$ cat config.mk
export PLATFORM = sky130hd
export DESIGN_NAME = program_space_table_access
export DESIGN_NICKNAME = d
export VERILOG_FILES = /design/src/logic/program_space_table_access.v
export VERILOG_INCLUDE_DIRS = /design/src /design/src/common
export SDC_FILE = /design/constraint.sdc
export NUM_CORES = 1
export LEC_CHECK = 0
export BUFFER_PORTS_ARGS = -buffer_cell sky130_fd_sc_hd__buf_4
export CORE_MARGIN = 3
export CORE_UTILIZATION = 50
export DETAILED_ROUTE_END_ITERATION = 12
export PLACE_DENSITY_LB_ADDON = 0.25
export SYNTH_ARGS = -nofsm -noshare
export SYNTH_HDL_FRONTEND = slang
export SYNTH_SLANG_ARGS = --single-unit
$ cat constraint.sdc
create_clock -name clk_i -period 1.9 [get_ports clk_i]
set_input_delay 0.38 -clock clk_i [delete_from_list [all_inputs] [get_ports clk_i]]
set_output_delay 0.38 -clock clk_i [all_outputs]
set_load 0.03 [all_outputs]
$ cat src/common/table_access_consts.vh
// constants for the program space table access block
`ifndef TABLE_ACCESS_CONSTS_VH
`define TABLE_ACCESS_CONSTS_VH
`define TA_PAGE_CFG_BIT   7
`define TA_OP_READ_LOW    2'h0
`define TA_OP_READ_HIGH   2'h1
`define TA_OP_WRITE_LOW   2'h2
`define TA_OP_WRITE_HIGH  2'h3
`define TA_WORD_STEP      16'h0002
`define TA_PAGE_RESET     8'h00
`define TA_DATA_RESET     16'h0000
`endif

$ cat src/logic/program_space_table_access.v
// table read/write path between the core and program memory / data eeprom
//
// Notes on behaviour
// RL1: word-mode low read returns program bits 15..0 as the full data word.
// RL2: byte-mode low read puts upper byte if select is 1, else lower byte.
// RL3: word-mode high read returns bits 23..16 low, upper data byte always zero.
// RL4: byte-mode high read returns selected byte; phantom byte reads as zero.
// RL5: program addresses step by two per 24-bit word, two parallel spaces.
// RL6: only high operations move bits 23..16; low ones reach program and eeprom words.
// RL7: requester never issues high operations toward data eeprom.
// RL8: page comes from the table page register; bit 7 selects configuration space.
// RL9: configuration space accepts reads in implemented areas only; writes blocked.
// RL10: reads and writes both support byte and word sizes.
// RL11: byte select is the least significant bit of the effective address.
// RL12: reads of unimplemented configuration locations return zero with no error.
`timescale 1ns/1ns
`default_nettype none
`include "table_access_consts.vh"

module program_space_table_access #(
    parameter CFG_IMPL_LO = 16'h0000,
    parameter CFG_IMPL_HI = 16'h0007
) (
    input  wire        clk_i,
    input  wire        nrst_i,
    input  wire        ce_i,
    input  wire        page_wr_i,
    input  wire [7:0]  page_wdata_i,
    input  wire        req_i,
    input  wire [1:0]  op_i,
    input  wire        byte_i,
    input  wire        eeprom_i,
    input  wire [15:0] ea_i,
    input  wire [15:0] wdata_i,
    input  wire [23:0] pm_rdata_i,
    input  wire [15:0] ee_rdata_i,
    output reg  [7:0]  page_o,
    output reg         mem_rd_o,
    output reg         mem_wr_o,
    output reg         mem_eeprom_o,
    output reg         mem_cfg_o,
    output reg  [22:0] mem_addr_o,
    output reg  [23:0] mem_wdata_o,
    output reg  [2:0]  mem_wbe_o,
    output reg         rvalid_o,
    output reg  [15:0] rdata_o,
    output reg         wr_blocked_o
);

////////////////////////////////////////////////////////////////////////////////
// combinational request decode

reg        is_read;
reg        is_high;
reg        in_cfg;
reg        cfg_impl;
reg        bsel;
reg        wr_ok;
reg [2:0]  wbe_nxt;
reg [23:0] wdata_nxt;

////////////////////////////////////////////////////////////////////////////////
// operation decode helpers

function op_reads;
    input [1:0] op;
    begin
        op_reads = (op == `TA_OP_READ_LOW) || (op == `TA_OP_READ_HIGH);
    end
endfunction

function op_high;
    input [1:0] op;
    begin
        op_high = (op == `TA_OP_READ_HIGH) || (op == `TA_OP_WRITE_HIGH);
    end
endfunction

function in_range;
    input [15:0] addr;
    input [15:0] lo;
    input [15:0] hi;
    begin
        in_range = (addr >= lo) && (addr <= hi);
    end
endfunction

////////////////////////////////////////////////////////////////////////////////
// byte fan-out for byte writes

wire [23:0] byte_fan;

genvar lane;
generate
    for (lane = 0; lane < 3; lane = lane + 1) begin : g_fan
        // every lane carries the low data byte; the lane enables pick the live one
        assign byte_fan[8*lane +: 8] = wdata_i[7:0];
    end
endgenerate

////////////////////////////////////////////////////////////////////////////////
// word index: one index per 24-bit word, both halves share the range

wire [22:0] word_idx;

assign word_idx = {1'b0, page_o[6:0], ea_i[15:1]}; // RL5

always @* begin
    is_read  = op_reads(op_i);
    is_high  = op_high(op_i); // RL6
    in_cfg   = page_o[`TA_PAGE_CFG_BIT] & ~eeprom_i; // RL8
    cfg_impl = in_range(ea_i, CFG_IMPL_LO[15:0], CFG_IMPL_HI[15:0]);
    bsel     = ea_i[0]; // RL11
    wr_ok    = ~in_cfg & ~(eeprom_i & is_high); // RL9 RL7
    wbe_nxt  = 3'h0;
    wdata_nxt = 24'h000000;
    if (is_high) begin
        // phantom byte has no storage, so only bits 23..16 are written
        wdata_nxt = {byte_fan[23:16], 16'h0000};
        wbe_nxt   = (byte_i && bsel) ? 3'h0 : 3'h4; // RL10
    end else if (byte_i) begin
        wdata_nxt = {8'h00, byte_fan[15:0]};
        wbe_nxt   = bsel ? 3'h2 : 3'h1; // RL10 RL11
    end else begin
        wdata_nxt = {8'h00, wdata_i};
        wbe_nxt   = 3'h3; // RL10
    end
end

////////////////////////////////////////////////////////////////////////////////
// memory request stage

reg        pend_r;
reg        pend_high_r;
reg        pend_byte_r;
reg        pend_bsel_r;
reg        pend_zero_r;
reg        pend_ee_r;

always @(posedge clk_i) begin
    if (!nrst_i) begin
        page_o       <= `TA_PAGE_RESET;
        mem_rd_o     <= 1'b0;
        mem_wr_o     <= 1'b0;
        mem_eeprom_o <= 1'b0;
        mem_cfg_o    <= 1'b0;
        mem_addr_o   <= 23'h000000;
        mem_wdata_o  <= 24'h000000;
        mem_wbe_o    <= 3'h0;
        wr_blocked_o <= 1'b0;
        pend_r       <= 1'b0;
        pend_high_r  <= 1'b0;
        pend_byte_r  <= 1'b0;
        pend_bsel_r  <= 1'b0;
        pend_zero_r  <= 1'b0;
        pend_ee_r    <= 1'b0;
    end else if (ce_i) begin
        if (page_wr_i) begin
            page_o <= page_wdata_i; // RL8
        end
        mem_rd_o     <= req_i && is_read && !(in_cfg && !cfg_impl); // RL12
        mem_wr_o     <= req_i && !is_read && wr_ok && (wbe_nxt != 3'h0); // RL9
        wr_blocked_o <= req_i && !is_read && !wr_ok; // RL9
        if (req_i) begin
            mem_eeprom_o <= eeprom_i;
            mem_cfg_o    <= in_cfg;
            mem_addr_o   <= word_idx; // RL5
            mem_wdata_o  <= wdata_nxt;
            mem_wbe_o    <= wbe_nxt;
        end
        pend_r      <= req_i && is_read;
        pend_high_r <= is_high;
        pend_byte_r <= byte_i;
        pend_bsel_r <= bsel;
        pend_zero_r <= in_cfg && !cfg_impl; // RL12
        pend_ee_r   <= eeprom_i;
    end
end

////////////////////////////////////////////////////////////////////////////////
// read data formatting

reg [15:0] rd_word;
reg [15:0] rd_nxt;

always @* begin
    rd_word = pend_ee_r ? ee_rdata_i : pm_rdata_i[15:0];
    rd_nxt  = `TA_DATA_RESET;
    if (pend_zero_r) begin
        rd_nxt = `TA_DATA_RESET; // RL12
    end else if (pend_high_r) begin
        if (pend_byte_r && pend_bsel_r) begin
            rd_nxt = 16'h0000; // RL4
        end else begin
            rd_nxt = {8'h00, pm_rdata_i[23:16]}; // RL3 RL4
        end
    end else if (pend_byte_r) begin
        rd_nxt = {8'h00, pend_bsel_r ? rd_word[15:8] : rd_word[7:0]}; // RL2
    end else begin
        rd_nxt = rd_word; // RL1
    end
end

always @(posedge clk_i) begin
    if (!nrst_i) begin
        rvalid_o <= 1'b0;
        rdata_o  <= `TA_DATA_RESET;
    end else if (ce_i) begin
        rvalid_o <= pend_r;
        if (pend_r) begin
            rdata_o <= rd_nxt;
        end
    end
end

endmodule // program_space_table_access
`default_nettype wire

==> results by group, run 1 <==
GRT
  – GRT overflow: 0
  – Largest net degree at the start of global routing: between 40 and 50
  – First-pass GRT wire length: about 16000 um
  – Vias in the first global route: around 3400
  – Antenna violations before repair: 0
  – Global Route Usage Sum: a little under a quarter

Timing
  – Rel. slew slack: just under 60%
  – Hold Vio Cnt, Final: 0
  – Max Clk Rate: 671 MHz
  – Final setup vio count: 0
  – Final min period: 1.49 ns
  – Final setup TNS: 0 ns
  – Worst-Margin Slew: 0.627 ns
  – RSZ-0062 raised after global routing: false
  – Fin crit share: between 70 and 80%
  – Slew Limit Fails: 0
  – Clock skew: between 0.009 and 0.01 ns

Routing
  – Drt pass-1 iters: 6
  – Initial DRC count: approximately 140
  – Via-to-Cell Ratio: 5.29
  – WL per Instance: 14.9 um
  – Final ANT Viol Nets: 0
  – DR vias: approximately 3500
  – Routed WL: roughly 10000 um
  – Post-route DRC: 0

Job
  – Max-Cap Viols: 0

Setup path
  – Worst Setup Start Kind: register
  – Critical Path RT: roughly 2.1 ns
  – R2r endpoint: rdata_o[1]
  – Crit path max fanout: 12
  – Critical path arrival: between 1.5 and 2 ns
  – Worst R2R Start: pend_high_r
  – R2R cell count: 3
  – R2R Setup Slk: 0.41 ns
  – Critical path class: register to register
  – CP Capture Type: register

CTS
  – Clock Latency Late Sink: 0.35 ns
  – Inserted Clock Buffers: 9
  – Post_cts resized: 0
  – CTS tree: done
  – Root buffer cell: clkbuf_8
  – Setup bufs post-CTS: 0
  – Clock Sinks: between 80 and 90
  – Clk buf depth: 2
  – Hold buffer count at cts: 0
  – CTS clk-pin slew, worst paths: 0.09 ns
  – H-tree Lvls: 3

Final layout
  – Multi-input gate area: roughly 1800 sq um
  – FF+latch area: 1700 sq um
  – Most frequent cells in the layout: buf_4 (175), nand2_1 (90), dfxtp_1 (85)
  – Antenna cells: 0
  – Synth-to-layout area growth: 39.9%
  – Nets: roughly 660
  – Commonest non-fill, non-tap cell in the layout: buf_4
  – Fraction of layout cells with a size suffix above 1: between 30 and 40%
  – Filler cells: roughly 540

Logic synthesis
  – Yosys warning total: 0
  – Mapped Avg Cell Area: 8.94 sq um
  – EDFF count, synth: 0
  – Syn Nets: between 500 and 600
  – Post-Synthesis Cells: between 400 and 500
  – Sequential area share after synthesis: a little under half
  – Library cells used by synthesis: 39
  – Post-Syn Area: ~3700 sq um
  – Async S/R FF share, synth: 0%
  – Dominant synthesized flop cell: dfxtp_1
  – Synth Register Bits: between 80 and 90

Place
  – Port bufs: 167
  – Global placement routability congestion: between 0.8 and 0.9
  – Detailed Place HPWL: approximately 7500 um

Floorplanning
  – Chip Width: 92.2 um
  – Ports: roughly 170
  – Starting Density: between 50% and 60%
  – Core Region: ~7000 sq um
  – Die H: ~90 um
  – Die area: around 8500 sq um
  – Rows: 30

Min path
  – Hold Path Origin: ea_i[3]
  – Worst hold path type: input port to register
  – Worst Hold End: mem_addr_o[2]
  – Hold depth: 3

Power and ir drop
  – Maximum VDD drop: slightly above 500 uV
  – Comb power frac: 16.2%
  – Net load switching power: roughly 1.0 mW
  – Int Pwr: roughly 2.9 mW
  – Sw Share: 25.9%
  – Power per standard cell area: between 700 and 800 nW/um^2
  – Final Power: slightly below 4 mW
  – Leak: between 2 and 2.5 nW
  – Clock network fraction of total power: 35.5%
  – Sequential power share: between 40% and 50%

Run status
  – Status: finished clean
cell type report:
| cell class | instances | share of cell area (%) |
|---|---|---|
| clock inverter | 5 | 1.64 |
| multi-input combinational | 291 | 35.0 |
| tap | 96 | 2.31 |
| timing repair buffer | 175 | 25.3 |
| inverter | 8 | 0.577 |
| clock buffer | 11 | 2.53 |
| sequential | 85 | 32.7 |
state kept, by name (all words and copies together), names as in the netlist:
name,flops
pend_byte_r,1
page_o,8
mem_wdata_o,24
pend_high_r,1
mem_cfg_o,1
mem_eeprom_o,1
mem_addr_o,22
wr_blocked_o,1
mem_rd_o,1
pend_bsel_r,1
rdata_o,16
pend_zero_r,1
rvalid_o,1
mem_wr_o,1
mem_wbe_o,3
pend_r,1
pend_ee_r,1
worst max-delay path, stage by stage (launching register included):
cell      delay (ns)
dfxtp_1         0.42
a21oi_1         0.54
a221oi_1        0.19
a22o_1          0.24
power by group through the flow:
stage / clock network (mW) / logic (mW) / registers (mW)
2_1_floorplan: 0 / 0.251 / 2.01
3_3_place_gp: 0 / 0.617 / 1.92
3_5_place_dp: 0 / 0.630 / 1.92
4_1_cts: 1.40 / 0.633 / 1.88
5_1_grt: 1.49 / 0.681 / 1.89
6_report: 1.38 / 0.630 / 1.88
cells by family (layout without fill, tap and decap cells):
kind of cell | after synthesis | after routing | share of synthesized area (%)
buffers and inverters | 40 | 199 | 5.38
AO/OA/AOI/OAI | 98 | 98 | 19.8
multiplexers | 29 | 29 | 7.81
AND/OR/NAND/NOR | 163 | 163 | 21.1
flip-flops | 85 | 85 | 45.8
other | 1 | 1 | 0.101
synthesized netlist by cell type, types with 2 or more instances:
cell type  instances  area share, %
or3_1              8            1.3
nand2b_1           2           0.34
buf_4              2           0.40
nand3b_1          10            2.0
nand3_1           20            2.7
a22o_1             4           0.94
mux2i_1           29            7.8
nand2_1           91            9.2
o22ai_1            4           0.67
a21boi_0          15            3.0
nor4_1             2           0.34
dfxtp_1           85             46
a21oi_1            6           0.81
and2_1            12            2.0
inv_1              8           0.81
a32o_1             4            1.1
o21ai_0            5           0.67
a21boi_1          46            9.3
buf_2             14            1.9
nor2b_1            9            1.5
a221oi_1           4           0.94
o2bb2ai_1          8            1.9
clkbuf_1          12            1.2
worst max-delay path by stage:
stage,slack (ns),depth (start not counted),from,end
2_1_floorplan,0.64,5,ce_i,rdata_o[1]
3_3_place_gp,0.41,4,nrst_i,rdata_o[1]
3_5_place_dp,0.36,5,ce_i,mem_rd_o
4_1_cts,0.42,3,pend_high_r,rdata_o[3]
5_1_grt,0.26,3,pend_high_r,rdata_o[4]
6_report,0.41,3,pend_high_r,rdata_o[1]
metal layers:
metal  wire [um]  vias to the layer above  global-route usage, %
li1            -                     1740                      -
met1        4170                     1673                   27.4
met2        4960                      111                   40.1
met3         616                       23                   6.56
met4         233                        0                   8.42
met5           0                        -                      0
stage by stage:
step / util [%] / setup WS (ns) / area, sq um / instances / hold WS, ns
after floorplan: - / 0.638 / 3720 / 416 / 0.449
after global placement: 71.0 / 0.409 / 4980 / 655 / 0.437
after detailed placement: 71.0 / 0.362 / 4980 / 655 / 0.445
after CTS: 74.1 / 0.418 / 5200 / 671 / 0.262
after global routing: 74.1 / 0.263 / 5200 / 671 / 0.262
final: 74.1 / 0.410 / 5200 / 671 / 0.279
Note: power is estimated with default switching activity, not from simulation.
==> run 2, diff against run 1 <==
- ABC_AREA: default -> 1
- CORE_UTILIZATION: 50 -> 46
- clock period: 1.9 -> 1.44 ns (I/O delays scaled with it)
==> results by group, run 2 <==
Run status
  – Status: finished clean

Floorplanning
  – Chip Width: 93.1 um (+0.88%)
  – Starting Density: 47.8% (-5.2 points)
  – Rows: 31 (+3.3%)
  – Core Region: 7290 sq um (+3.9%)
  – Ports: 169 (unchanged)
  – Die H: 93.1 um (+0.88%)
  – Die area: 8660 sq um (+1.8%)

Job
  – Max-Cap Viols: 0 (unchanged)

Logic synthesis
  – Count leader, synth: nand2_1
  – Library cells used by synthesis: 23 (-41%)
  – Cell taking the most area after synthesis: dfxtp_1
  – Dominant synthesized flop cell: dfxtp_1
  – Top-area cell type share of the netlist area: 48.8% (+3.1 points)
  – Post-Synthesis Cells: 495 (+19%)
  – Synth Register Bits: 85 (unchanged)
  – Commonest cells in the netlist: nand2_1 (173), dfxtp_1 (85), nor2_1 (73)
  – Mapped Avg Cell Area: 7.04 sq um (-21%)
  – Synth area leaders: dfxtp_1 (49%), nand2_1 (19%), a21oi_1 (7.9%), nor2_1 (7.9%), o21ai_0 (5.3%)
  – Syn Nets: 584 (+16%)
  – EDFF count, synth: 0 (unchanged)
  – Sequential area share after synthesis: 48.8% (+3.1 points)
  – Yosys warning total: 0 (unchanged)
  – Async S/R FF share, synth: 0% (unchanged)
  – Post-Syn Area: 3490 sq um (-6.3%)

Timing
  – Hold Vio Cnt, Final: 0 (unchanged)
  – Final setup vio count: 0 (unchanged)
  – Max Clk Rate: 821 MHz (+22%)
  – Slew Limit Fails: 0 (unchanged)
  – Clock skew: 0.00872 ns (-0.00125 ns)
  – Fin crit share: 84.6% (+6.1 points)
  – RSZ-0062 raised after global routing: false
  – Final min period: 1.22 ns (-0.273 ns)
  – WHS: 0.200 ns (-0.0793 ns)
  – Final setup TNS: 0 ns (unchanged)

CTS
  – Clk buf depth: 2 (unchanged)
  – CTS clk-pin slew, worst paths: 0.08 ns (about the same)
  – Clock Sinks: 85 (unchanged)
  – H-tree Lvls: 3 (unchanged)
  – Post_cts resized: 0 (unchanged)
  – Setup bufs post-CTS: 0 (unchanged)
  – Root buffer cell: clkbuf_8
  – Clock Latency Late Sink: 0.34 ns (about the same)
  – CTS tree: done
  – Inserted Clock Buffers: 9 (unchanged)
  – Hold buffer count at cts: 0 (unchanged)

GRT
  – Largest net degree at the start of global routing: 51 (+11%)
  – First-pass GRT wire length: 16500 um (+3.5%)
  – GRT overflow: 0 (unchanged)
  – Global Route Usage Sum: 23.3% (+0.10 points)
  – Vias in the first global route: 3566 (+3.9%)
  – Antenna violations before repair: 0 (unchanged)

Setup path
  – Critical path arrival: 1.45 ns (-0.28 ns)
  – R2r endpoint: rdata_o[7]
  – Critical path class: register to register
  – Worst R2R Start: pend_ee_r
  – Crit path max fanout: 10 (-2)
  – Critical Path RT: 1.67 ns (-0.47 ns)
  – R2R Setup Slk: 0.22 ns (-0.19 ns)
  – R2R cell count: 6 (+3)
  – CP Capture Type: register
  – Worst Setup Start Kind: register

Routing
  – DR vias: 3839 (+8.2%)
  – WL per Instance: 13.5 um (-9.3%)
  – Post-route DRC: 0 (unchanged)
  – Routed WL: 10300 um (+3.3%)
  – Via-to-Cell Ratio: 5.02 (-4.9%)
  – Final ANT Viol Nets: 0 (unchanged)
  – Drt pass-1 iters: 4 (-2)
  – Initial DRC count: 151 (+10%)

Min path
  – Worst hold path type: input port to register
  – Hold depth: 3 (unchanged)
  – Hold Path Origin: page_wdata_i[1]
  – Worst Hold End: page_o[1]

Final layout
  – Synth-to-layout area growth: 44.8%
  – Top Registers: mem_wdata_o x24, mem_addr_o x22, rdata_o x16
  – Filler cells: 663 (+23%)
  – Fraction of layout cells with a size suffix above 1: 30.5% (-2.9 points)
  – Most frequent cells in the layout: buf_4 (178), nand2_1 (173), dfxtp_1 (85)
  – Max FFs per register: 24 (unchanged)
  – Nets: 749 (+14%)
  – Antenna cells: 0 (unchanged)
  – Biggest register: mem_wdata_o
  – Commonest non-fill, non-tap cell in the layout: buf_4

Place
  – Detailed Place HPWL: 7760 um (+3.4%)
  – Port bufs: 167 (unchanged)
  – Global placement routability congestion: 0.904 (+9.8%)

Power and ir drop
  – Final Power: 5.14 mW (+32%)
  – Leak: 2.32 nW (+2.6%)
  – Power per standard cell area: 1020 nW/um^2 (+36%)
  – Maximum VDD drop: 715 uV (+42%)
-- run 2: power by group --
part           switching, mW  internal, mW  total, mW
sequential            0.0630          2.45       2.51
combinational          0.542         0.396      0.938
clock                  0.836         0.853       1.69
total                   1.44          3.70       5.14
-- run 2: area by class of cell --
class / instances / area [sq um] / share of cell area (%)
clock buffers: 11 / 141 / 2.80
clock inverters: 5 / 58.8 / 1.16
inverters: 12 / 45.0 / 0.892
multi-input cells: 373 / 1620 / 32.1
flip-flops and latches: 85 / 1700 / 33.7
well taps: 99 / 124 / 2.45
repair buffers: 179 / 1360 / 26.9
-- run 2: worst max-delay path, stage by stage, from the launching register on --
cell and delay (ns):
dfxtp_1 0.33, clkinv_1 0.20, buf_4 0.24, nand2_1 0.09, nand3_1 0.08, nand4_1 0.11
a21oi_1 0.06
-- run 2: cells by family (layout without fill, tap and decap cells) --
| kind of cell | after synthesis | count (layout) | share of synthesized area [%] |
|---|---|---|---|
| AO/OA/AOI/OAI | 93 | 93 | 13.4 |
| flip-flops | 85 | 85 | 48.8 |
| AND/OR/NAND/NOR | 279 | 279 | 33.0 |
| other | 1 | 1 | 0.108 |
| buffers and inverters | 37 | 207 | 4.67 |
-- run 2: metal layers --
layer	GRT usage, %	vias up	routed length (um)
li1	-	1925	-
met1	27.6	1744	4130
met2	40.3	147	5100
met3	5.95	23	838
met4	9.40	0	238
met5	0	-	0
-- run 2: metrics by stage --
step	worst slack, ns	instance area [sq um]	util [%]	instances
4_1_cts	0.230	5050	69.2	764
3_3_place_gp	0.163	4850	66.5	748
3_5_place_dp	0.115	4850	66.5	748
6_report	0.222	5050	69.2	764
2_1_floorplan	0.250	3490	-	495
5_1_grt	0.129	5050	69.2	764
-- run 2: how the worst max path moves through the flow --
stage / slack, ns / endpoint / cells after the start / startpoint
after global routing: 0.13 / rdata_o[9] / 6 / pend_r
after detailed placement: 0.11 / mem_wr_o / 8 / ce_i
after floorplan: 0.25 / rdata_o[1] / 7 / pend_ee_r
after CTS: 0.23 / rdata_o[12] / 6 / pend_r
after global placement: 0.16 / mem_wr_o / 8 / ce_i
final: 0.22 / rdata_o[7] / 6 / pend_ee_r
